### src/rtl/rbcs_map.vh
/*
  Constants for the reset, boot and clock sequencer: timing counts in input clock
  cycles except the boot wait in system cycles, reset values of the external-interface clock-divide bits, field widths.
  Assumes every count except the boot wait is in cycles of the block clock, which stands for the input clock.
*/
`ifndef RBCS_MAP_VH
`define RBCS_MAP_VH

// Timing counts, input clock cycles; boot wait in system cycles
`define RBCS_WD_PULSE_CYC 16'd512
`define RBCS_BUS_VALID_CYC 16'd32
`define RBCS_STRAP_HOLD_CYC 16'd16
`define RBCS_BOOT_SYS_CYC 16'd1260
`define RBCS_BOOT_HOLD_CYC 16'd2520
`define RBCS_PLL_LOCK_CYC 18'd131072
`define RBCS_WARM_RST_MIN_CYC 16'd8
`define RBCS_CNT_W 18

// External-interface clock-divide bits, reset values
`define RBCS_XIF_TIM_HALF_RST 1'b1
`define RBCS_XIF_OUT_HALF_RST 1'b1
`define RBCS_CLKOUT_DIV_RST 5'h04

// Multiplier field
`define RBCS_MULT_W 4
`define RBCS_MULT_RST 4'h0

// System clock selection codes
`define RBCS_SYS_DIRECT 2'h0
`define RBCS_SYS_BYPASS 2'h1
`define RBCS_SYS_PLL 2'h2

`endif

### src/rtl/rbcs_delay.v
/*
  Counting delay: pulses done_o once, cnt_i cycles after start_i, with busy_o high
  while counting. A step input lets the count advance at a reduced rate.
  Assumes synchronous start and a stable cnt_i while busy.
*/
`timescale 1ns/10ps
module rbcs_delay #(
  parameter W = 18
) (
  // Clock and reset
  input wire clk_i,
  input wire srst_i,
  // Control
  input wire start_i,
  input wire step_i,
  input wire [W-1:0] cnt_i,
  // Status
  output wire busy_o,
  output wire done_o
);
  reg [W-1:0] cnt_ff;
  reg busy_ff;
  reg done_ff;
  wire last;

  assign last = (cnt_ff <= {{(W-1){1'b0}}, 1'b1});
  assign busy_o = busy_ff;
  assign done_o = done_ff;

  always @(posedge clk_i)
  begin
    if (srst_i)
    begin
      cnt_ff <= {W{1'b0}};
      busy_ff <= 1'b0;
      done_ff <= 1'b0;
    end
    else if (start_i)
    begin
      cnt_ff <= cnt_i;
      busy_ff <= 1'b1;
      done_ff <= 1'b0;
    end
    else if (busy_ff && step_i)
    begin
      cnt_ff <= cnt_ff - {{(W-1){1'b0}}, 1'b1};
      busy_ff <= !last;
      done_ff <= last;
    end
    else
    begin
      done_ff <= 1'b0;
    end
  end
endmodule // rbcs_delay

### src/rtl/rbcs_seq.v
/*
  Reset, boot and clock sequencer: synchronises the external reset, stretches
  watchdog resets, latches the straps, times bus start, boot-pin sampling and
  PLL lock, and selects system and output clock division ratios.
  Assumes clk_i is the input clock and the board supervisor obeys its timing.
//
// Contract
// RULE1: Supervisor keeps input clock stable 8 cycles before releasing reset.
// RULE2: Warm reset held low at least 8 input clock cycles.
// RULE3: Watchdog reset drives a 512-cycle reset pulse.
// RULE4: Bus address and data valid 32 cycles after reset release.
// RULE5: PLL-disable strap set 16 cycles before, held 16 after release.
// RULE6: Memory-map-mode strap stable 16 cycles after reset release.
// RULE7: Boot-mode pins held 2520 input cycles after release.
// RULE8: Boot code waits 1260 system cycles, at half input rate, before sampling.
// RULE9: Sampled boot pins choose destination memory or a ROM boot function.
// RULE10: Boot wait without power-on reset scales with current system clock.
// RULE11: Both clock-divide bits reset to one: clock out is input over eight.
// RULE12: After multiplier change, wait 131072 input cycles for PLL lock.
// RULE13: With external clock, reset held 1 ms after core supply ready.
// RULE14: PLL not disabled: start in bypass, system clock is input over two.
// RULE15: Non-zero multiplier n enables PLL: system clock is input times n halved.
// RULE16: PLL-disable strap low at reset: PLL off, system clock equals input.
// RULE17: External reset release synchronised before post-reset counters start.
*/
`timescale 1ns/10ps
`include "rbcs_map.vh"
module rbcs_seq (
  // Clock and reset
  input wire clk_i,
  input wire srst_i,
  // Board pins
  input wire ext_reset_n_i,
  input wire pll_disable_strap_n_i,
  input wire memory_map_mode_strap_i,
  input wire [3:0] boot_mode_i,
  // Watchdog and debugger
  input wire wd_trigger_i,
  input wire debug_boot_i,
  // Software controls
  input wire mult_wr_i,
  input wire [`RBCS_MULT_W-1:0] mult_i,
  input wire xif_wr_i,
  input wire xif_timing_clock_half_i,
  input wire xif_clock_out_half_i,
  // Reset outputs
  output wire core_reset_o,
  output wire wd_reset_n_o,
  output wire wd_reset_oe_n_o,
  output reg bus_valid_o,
  // Strap and boot results
  output reg pll_disabled_o,
  output reg memory_map_mode_o,
  output reg [3:0] boot_mode_o,
  output reg boot_sampled_o,
  output reg boot_to_rom_o,
  // Clock control
  output reg [`RBCS_MULT_W-1:0] pll_multiplier_reg_o,
  output reg [1:0] sys_clk_sel_o,
  output reg pll_locked_o,
  output reg xif_timing_clock_half_o,
  output reg xif_clock_out_half_o,
  output reg [4:0] clkout_div_o
);
  localparam S_RESET = 4'b0001;
  localparam S_STRAP = 4'b0010;
  localparam S_BOOT = 4'b0100;
  localparam S_RUN = 4'b1000;

  reg rst_s1_ff;
  reg rst_s2_ff;
  reg [3:0] state_ff;
  reg [3:0] nxt_state;
  reg sys_ph_ff;
  wire in_reset;
  wire wd_busy;
  wire bus_done;
  wire strap_done;
  wire boot_done;
  wire lock_busy;
  wire lock_done;
  wire boot_step;
  wire rel_start;

  // Two-stage sync of the external reset
  always @(posedge clk_i)
  begin
    if (srst_i)
    begin
      rst_s1_ff <= 1'b0;
      rst_s2_ff <= 1'b0;
    end
    else
    begin
      rst_s1_ff <= ext_reset_n_i; // RULE17
      rst_s2_ff <= rst_s1_ff; // RULE17
    end
  end

  // Watchdog pulse holds the device in reset, as does the external pin
  assign in_reset = !rst_s2_ff || wd_busy; // RULE2 RULE13
  assign core_reset_o = (state_ff == S_RESET);
  assign wd_reset_n_o = 1'b0;
  assign wd_reset_oe_n_o = !wd_busy; // RULE3
  assign rel_start = (state_ff == S_RESET) && !in_reset;

  rbcs_delay #(.W(`RBCS_CNT_W)) u_wd (
    .clk_i(clk_i),
    .srst_i(srst_i),
    .start_i(wd_trigger_i && !wd_busy),
    .step_i(1'b1),
    .cnt_i({2'h0, `RBCS_WD_PULSE_CYC}), // RULE3
    .busy_o(wd_busy),
    .done_o()
  );

  rbcs_delay #(.W(`RBCS_CNT_W)) u_bus (
    .clk_i(clk_i),
    .srst_i(srst_i),
    .start_i(rel_start),
    .step_i(1'b1),
    .cnt_i({2'h0, `RBCS_BUS_VALID_CYC}), // RULE4
    .busy_o(),
    .done_o(bus_done)
  );

  rbcs_delay #(.W(`RBCS_CNT_W)) u_strap (
    .clk_i(clk_i),
    .srst_i(srst_i),
    .start_i(rel_start),
    .step_i(1'b1),
    .cnt_i({2'h0, `RBCS_STRAP_HOLD_CYC}), // RULE5 RULE6
    .busy_o(),
    .done_o(strap_done)
  );

  // Boot wait advances every cycle with the PLL off and every other cycle otherwise,
  // in bypass and with the PLL selected alike; under debug the current selection applies
  assign boot_step = (sys_clk_sel_o == `RBCS_SYS_DIRECT) ? 1'b1 : sys_ph_ff; // RULE8 RULE10

  rbcs_delay #(.W(`RBCS_CNT_W)) u_boot (
    .clk_i(clk_i),
    .srst_i(srst_i),
    .start_i(rel_start || (debug_boot_i && state_ff == S_RUN)),
    .step_i(boot_step),
    .cnt_i({2'h0, `RBCS_BOOT_SYS_CYC}), // RULE8
    .busy_o(),
    .done_o(boot_done)
  );

  rbcs_delay #(.W(`RBCS_CNT_W)) u_lock (
    .clk_i(clk_i),
    .srst_i(srst_i),
    .start_i(mult_wr_i && !pll_disabled_o && !in_reset),
    .step_i(1'b1),
    .cnt_i(`RBCS_PLL_LOCK_CYC), // RULE12
    .busy_o(lock_busy),
    .done_o(lock_done)
  );

  // Sequencer
  always @*
  begin
    nxt_state = state_ff;
    case (state_ff)
      S_RESET:
        if (!in_reset)
          nxt_state = S_STRAP;
      S_STRAP:
        if (strap_done)
          nxt_state = S_BOOT;
      S_BOOT:
        if (boot_done)
          nxt_state = S_RUN;
      S_RUN:
        nxt_state = S_RUN;
      default:
        nxt_state = S_RESET;
    endcase
    if (in_reset)
      nxt_state = S_RESET;
  end

  always @(posedge clk_i)
  begin
    if (srst_i)
    begin
      state_ff <= S_RESET;
      sys_ph_ff <= 1'b0;
      bus_valid_o <= 1'b0;
      pll_disabled_o <= 1'b0;
      memory_map_mode_o <= 1'b0;
      boot_mode_o <= 4'h0;
      boot_sampled_o <= 1'b0;
      boot_to_rom_o <= 1'b0;
      pll_multiplier_reg_o <= `RBCS_MULT_RST;
      sys_clk_sel_o <= `RBCS_SYS_BYPASS;
      pll_locked_o <= 1'b0;
      xif_timing_clock_half_o <= `RBCS_XIF_TIM_HALF_RST;
      xif_clock_out_half_o <= `RBCS_XIF_OUT_HALF_RST;
      clkout_div_o <= `RBCS_CLKOUT_DIV_RST; // RULE11
    end
    else
    begin
      state_ff <= nxt_state;
      sys_ph_ff <= !sys_ph_ff;
      if (in_reset)
      begin
        // Straps follow the pins in reset; the last sample lands inside the hold window
        pll_disabled_o <= !pll_disable_strap_n_i; // RULE5 RULE16
        memory_map_mode_o <= memory_map_mode_strap_i; // RULE6
        bus_valid_o <= 1'b0;
        boot_sampled_o <= 1'b0;
        pll_multiplier_reg_o <= `RBCS_MULT_RST;
        pll_locked_o <= 1'b0;
        xif_timing_clock_half_o <= `RBCS_XIF_TIM_HALF_RST; // RULE11
        xif_clock_out_half_o <= `RBCS_XIF_OUT_HALF_RST; // RULE11
      end
      else
      begin
        if (bus_done)
          bus_valid_o <= 1'b1; // RULE4
        if (debug_boot_i && state_ff == S_RUN)
          boot_sampled_o <= 1'b0; // RULE10
        if (mult_wr_i && !pll_disabled_o)
          pll_multiplier_reg_o <= mult_i; // RULE15
        if (lock_done)
          pll_locked_o <= 1'b1; // RULE12
        else if (mult_wr_i)
          pll_locked_o <= 1'b0;
        if (xif_wr_i)
        begin
          xif_timing_clock_half_o <= xif_timing_clock_half_i;
          xif_clock_out_half_o <= xif_clock_out_half_i;
        end
      end
      if (boot_done && !in_reset)
      begin
        boot_mode_o <= boot_mode_i; // RULE7 RULE8
        boot_sampled_o <= 1'b1;
        boot_to_rom_o <= (boot_mode_i != 4'hf); // RULE9
      end
      // System clock selection code: direct, bypass or PLL
      if (pll_disabled_o)
        sys_clk_sel_o <= `RBCS_SYS_DIRECT; // RULE16
      else if (pll_multiplier_reg_o != `RBCS_MULT_RST && !lock_busy)
        sys_clk_sel_o <= `RBCS_SYS_PLL; // RULE15
      else
        sys_clk_sel_o <= `RBCS_SYS_BYPASS; // RULE14
      // Output clock division relative to the system clock
      clkout_div_o <= {2'h0, xif_timing_clock_half_o && xif_clock_out_half_o,
        xif_timing_clock_half_o ^ xif_clock_out_half_o,
        !(xif_timing_clock_half_o || xif_clock_out_half_o)}; // RULE11
    end
  end
endmodule // rbcs_seq

### config.mk
export PLATFORM = sky130hd
export DESIGN_NAME = rbcs_seq
export DESIGN_NICKNAME = d
export VERILOG_FILES = /design/src/rtl/rbcs_delay.v /design/src/rtl/rbcs_seq.v
export VERILOG_INCLUDE_DIRS = /design/src /design/src/rtl
export SDC_FILE = /design/constraint.sdc
export NUM_CORES = 1
export LEC_CHECK = 0
export BUFFER_PORTS_ARGS = -buffer_cell sky130_fd_sc_hd__clkbuf_2
export CAP_MARGIN = 5
export CORE_ASPECT_RATIO = 1.75
export CORE_MARGIN = 8
export CORE_UTILIZATION = 59
export CTS_CLUSTER_DIAMETER = 120
export CTS_CLUSTER_SIZE = 8
export DETAILED_ROUTE_END_ITERATION = 10
export GPL_TIMING_DRIVEN = 0
export PLACE_DENSITY = 0.79
export SLEW_MARGIN = 15
export SYNTH_ARGS = -nofsm -noshare
export SYNTH_HDL_FRONTEND = slang
export SYNTH_SLANG_ARGS = --single-unit
### constraint.sdc
create_clock -name clk_i -period 2.59 [get_ports clk_i]
set_input_delay 0.3885 -clock clk_i [delete_from_list [all_inputs] [get_ports clk_i]]
set_output_delay 0.3885 -clock clk_i [all_outputs]
set_load 0.05 [all_outputs]
After elaboration in Yosys (flattened, before gate mapping) --
Cells that the tools add are included. W data, S select, Z words.
Cells by class: add/subtract/negate cells 5, magnitude comparators 5, equal/unequal tests 7, muxes and demuxes 31, bitwise logic cells 5, reduce and logical (&&, ||, !) cells 45
Operators by type and width (count):
- $le A18 B1 Y1 const B | 5
- $sub A18 B1 Y18 const B | 5
- $mux W18 | 2
- $mux W11 | 2
- $mux W10 | 2
- $mux W1 | 17
- $pmux W4 S4 | 1
- $logic_not A1 Y1 | 13
- $mux W6 | 2
- $reduce_bool A2 Y1 | 6
- $reduce_or A2 Y1 | 6
- $reduce_or A3 Y1 | 4
- $mux W5 | 2
- $logic_and A1 B1 Y1 | 9
- $mux W4 | 2
- $eq A4 B1 Y1 const B | 1
- $eq A4 B2 Y1 const B | 1
- $eq A4 B3 Y1 const B | 1
- $eq A4 B4 Y1 const B | 1
- $ne A2 B1 Y1 const B | 2
- $ne A4 B4 Y1 const B | 1
- $not A1 Y1 | 4
- $reduce_bool A4 Y1 | 1
- $logic_or A1 B1 Y1 | 3
- other kinds (5) | 5
Storage, ports and cells: register bits 129, input bits 19, output and inout bits 26, logic and storage cells 135

Depth between registers and ports, before layout --
depth in word-level cells 6, depth in mapped cells 7

Modules after synthesis --
From an unflattened synthesis, not the netlist that was laid out.
Second synthesis, totals: cell total of the unflattened synthesis 755, area total of the unflattened synthesis 6577.6 um^2
Modules (own cells, without submodules):
- rbcs_delay (u_boot ...) | times used 3, cells each 130, area an instance 1104.8 um^2, sequential area each 400.4 um^2
- rbcs_delay (u_strap ...) | times used 2, cells each 126, area an instance 1079.8 um^2, sequential area each 400.4 um^2
- rbcs_seq | times used 1, cells each 113, area an instance 1103.6 um^2, sequential area each 560.5 um^2

Worst setup path after synthesis --
No wires, ideal clock.
path kind reg2reg, start register state_ff[1], end register u_bus.cnt_ff[0], arrival time 3.486 ns, required time 2.462 ns, setup slack -1.023 ns, cell stages (with the launch flop) 7, path buffers 2, period minus slack after synthesis 3.613 ns, path through dfxtp_1 clkbuf_1 nor4b_1 nand2_1 nand2_1 clkbuf_1 nor2_1
Between the ends: word-level cells in the longest chain between the ends 3
RTL lines:
- from (decl) | RTL line rbcs_seq.v:72 | reg [3:0] state_ff;
- from (signal assigned) | RTL line rbcs_seq.v:205 | state_ff <= nxt_state;
- $eq A4 B1 Y1
- named net core_reset_o | RTL line rbcs_seq.v:47 | output wire core_reset_o,
- $logic_and A1 B1 Y1 | RTL line rbcs_seq.v:105 | assign rel_start = (state_ff == S_RESET) && !in_reset;
- $reduce_or A2 Y1 (no source line)
- to (signal assigned) | RTL line rbcs_delay.v:34 | cnt_ff <= {W{1'b0}};
- to (signal assigned) | RTL line rbcs_delay.v:40 | cnt_ff <= cnt_i;
- to (signal assigned) | RTL line rbcs_delay.v:46 | cnt_ff <= cnt_ff - {{(W-1){1'b0}}, 1'b1};
- to (decl) | RTL line rbcs_delay.v:21 | reg [W-1:0] cnt_ff;
The timed path passes the listed nets, and every way through them passes these cells. A chain may end at the register's enable or synchronous reset.

Final worst setup path --
start register u_wd.busy_ff, in the netlist u_wd.busy_o, end register u_wd.cnt_ff[17]
Between the ends: word-level cells in the longest chain between the ends 3
RTL lines:
- from (decl) | RTL line rbcs_delay.v:22 | reg busy_ff;
- from (signal assigned) | RTL line rbcs_delay.v:47 | busy_ff <= !last;
- $logic_not A1 Y1 | RTL line rbcs_seq.v:110 | .start_i(wd_trigger_i && !wd_busy),
- $logic_and A1 B1 Y1 | RTL line rbcs_seq.v:110
- $reduce_or A2 Y1 (no source line)
- to (signal assigned) | RTL line rbcs_delay.v:34
- to (signal assigned) | RTL line rbcs_delay.v:40
- to (signal assigned) | RTL line rbcs_delay.v:46
- to (decl) | RTL line rbcs_delay.v:21
Several ways; a longest one is shown, not always the timed one.

==> results.sh <==
export IMPL_status="finished, final reports clean"
export IMPL_rows=46
export IMPL_hold_class="input port to register"
export IMPL_cp_slowest_stage_delay_ps=730
export IMPL_cts_buffer_depth=2
export IMPL_clk_latency_ps=420
export IMPL_vias=4699
export IMPL_rsz0062_at_grt="no"
export IMPL_finalSetupTns_ps=0
export IMPL_cts_made_buffers=17
export IMPL_mostFrequentLayoutCells="127 x dfxtp_1, 77 x nor2_1, 54 x a21oi_1"
export IMPL_finish_instance_area_mm2=0.00640
export IMPL_grt_pass1_wl_um=20600
export IMPL_path_max_fanout=10
export IMPL_drt_iter0_markers=308
export IMPL_syn_to_final_growth_pct=16.9
export IMPL_netlist_instances=618
export IMPL_tightest_slew_ps=1050
export IMPL_clk_pin_slew_ps=60
export IMPL_r2r_slack_ps=190
export IMPL_cts_sinks=127
export IMPL_nFillCells=725
export IMPL_vdd_drop_max_v=0.000635
export IMPL_via_per_inst=5.79
export IMPL_die_w_um=88.8
export IMPL_syn_avg_cell_area_um2=8.87
export IMPL_grt_use_total=0.205
export IMPL_final_common_cell="dfxtp_1"
export IMPL_grt_start_max_net_pins=17
export IMPL_hpwlAfterDp_um=8740
export IMPL_routabilityCongestion=0.866
export IMPL_root_buffer="clkbuf_16"
export IMPL_async_reset_ff_frac=0
export IMPL_path_cells="clkbuf_1 -> nor4b_2 -> nand2_1 -> or4_1 -> a21oi_1"
export IMPL_synthFlopType="dfxtp_1"
export IMPL_drive_gt1_frac=0.130
export IMPL_clock_skew_ps=9.37
export IMPL_cp_required_ps=2930
export IMPL_core_area_mm2=0.00904
export IMPL_reg2reg_from="u_wd.busy_o"
export IMPL_yosysSeqAreaShare=0.464
export IMPL_drt_first_pass_iters=5
export IMPL_hold_start="pll_disable_strap_n_i"
export IMPL_placedInstanceArea_mm2=0.00585
export IMPL_route_detailed_drc=0
export IMPL_power_per_cell_area_mw_per_mm2=780
export IMPL_cp_end_kind="register"
export IMPL_start_util=0.606
export IMPL_leakage_nw=2.45
export IMPL_drv_slew=0
export IMPL_min_path_cells=2
export IMPL_max_cap_violations=0
export IMPL_wl_per_cell_um=15.3
export IMPL_rr_endpoint="u_wd.cnt_ff[17]"
export IMPL_hold_viol=0
export IMPL_gr_total_overflow=0
export IMPL_whs_endpoint="pll_disabled_o"
export IMPL_dieHeight_um=143
export IMPL_syn_cell_area_mm2=0.00548
export IMPL_synth_edf_count=0
export IMPL_ys_ff_latch=127
export IMPL_finalSetupViolations=0
export IMPL_dieArea_mm2=0.0127
export IMPL_wl_um=12400
export IMPL_detail_route_antenna_nets=0
export IMPL_cts_tree="done"
export IMPL_fmax_mhz=416
export IMPL_htreeDepth=4
export IMPL_worst_ep_arrival_time_ps=2750
export IMPL_layout_nets=710
export IMPL_place_port_buffers=40
export IMPL_ys_warnings_count=0
export IMPL_ios=45
export IMPL_slew_limit_headroom=0.289
export IMPL_period_minus_slack_ps=2400
export IMPL_hold_buffers=0
export IMPL_grt_pass1_vias=4688
export IMPL_fin_crit_sh=0.928
export IMPL_reg2reg_depth=5
export IMPL_diodes=0
export IMPL_path_class="register to register"
export IMPL_slowest_stage="nor4b_2"
export IMPL_cp_start_kind="register"
export IMPL_ys_types=50
export IMPL_grt_antenna_before_repair=0
area by class of cell:
class                           instances  area (um2)  area share
Inverter                               17        63.8     0.00997
Clock inverter                         11        92.6      0.0145
Buffer                                 27         116      0.0182
Sequential cell                       127        2540       0.397
Timing Repair Buffer                   40         200      0.0313
Clock buffer                           21         450      0.0704
Tap cell                              120         150      0.0235
Multi-Input combinational cell        449        2790       0.435
power breakdown:
group | switching, W | internal (W)
Clock | 0.000845 | 0.00133
Combinational | 0.000423 | 0.000247
Sequential | 0.0000946 | 0.00205
synthesized netlist by cell type (5+ instances only):
library cell,instances,area (um2)
dfxtp_1,127,2540
nor2_1,77,289
a21oi_1,54,270
nand2_1,44,165
xor2_1,28,245
or3_1,24,150
clkbuf_1,22,82.6
o21ai_0,21,105
nor4_1,18,113
xnor2_1,18,158
inv_1,17,63.8
o31ai_1,17,128
or4_1,17,128
nand3_1,14,70.1
ha_1,12,150
nand4_1,12,75.1
nor2b_1,10,62.6
nor3_1,10,50.1
a211oi_1,5,37.5
a31oi_1,5,31.3
mux2i_1,5,50.1
nand4b_1,5,43.8
nor3b_1,5,37.5
o211ai_1,5,37.5
worst max-delay path by stage:
stage                                 from           endpoint  slack (ps)  cells after the start
final                          u_wd.busy_o    u_wd.cnt_ff[17]         190                      5
after global routing           u_wd.busy_o    u_wd.cnt_ff[17]          10                      5
after CTS                 u_lock.cnt_ff[0]  u_lock.cnt_ff[17]         150                      4
after detailed placement  u_lock.cnt_ff[0]  u_lock.cnt_ff[17]         170                      4
after global placement    u_lock.cnt_ff[0]  u_lock.cnt_ff[17]         260                      4
after floorplan                state_ff[1]    u_bus.cnt_ff[0]         360                      6
metal layers:
metal	share of wire	global-route usage	up-vias
met5	0	0	-
met4	0.022	0.0897	0
met1	0.38	0.192	2242
li1	-	-	2343
met3	0.038	0.0526	27
met2	0.56	0.391	87
sequential cells by signal, indices dropped and copies added, names as in the netlist, 3 cells and up:
signal / flops
boot_mode_o: 4
clkout_div_o: 3
pll_multiplier_reg_o: 4
state_ff: 4
u_boot.cnt_ff: 18
u_bus.cnt_ff: 18
u_lock.cnt_ff: 18
u_strap.cnt_ff: 18
u_wd.cnt_ff: 18
metrics by stage:
step / cells / hold WS [ps] / utilization / setup WS [ps] / power, W
after CTS: 812 / 137 / 0.708 / 148 / 0.00501
after detailed placement: 780 / 429 / 0.648 / 169 / 0.00284
final: 812 / 144 / 0.709 / 187 / 0.00499
after global routing: 812 / 150 / 0.709 / 14.6 / 0.00519
after global placement: 780 / 419 / 0.648 / 260 / 0.00281
after floorplan: 620 / 400 / - / 365 / 0.00268
cell families after synthesis:
family                   Yosys count  share of synthesized area
AO/OA/AOI/OAI                    118                      0.130
XOR/XNOR                          46                     0.0735
adder cells (fa/ha/maj)           12                     0.0274
buffers and inverters             44                     0.0327
flip-flops                       127                      0.464
multiplexers                       5                    0.00913
other                              1                   0.000684
AND/OR/NAND/NOR                  265                      0.263
critical path, delay by kind of cell (launching register included):
kind	cells	cell delay, ps
and+or+nand+nor	3	1520
buffers and inverters	1	350
DFF	1	300
AOI/OAI and AO/OA	1	160
timing repair:
item,4_1_cts,5_1_grt
setup buffers,0,0
setup endpoints to repair,0,5
resized for setup,0,2
(Power assumes the default switching activity.)
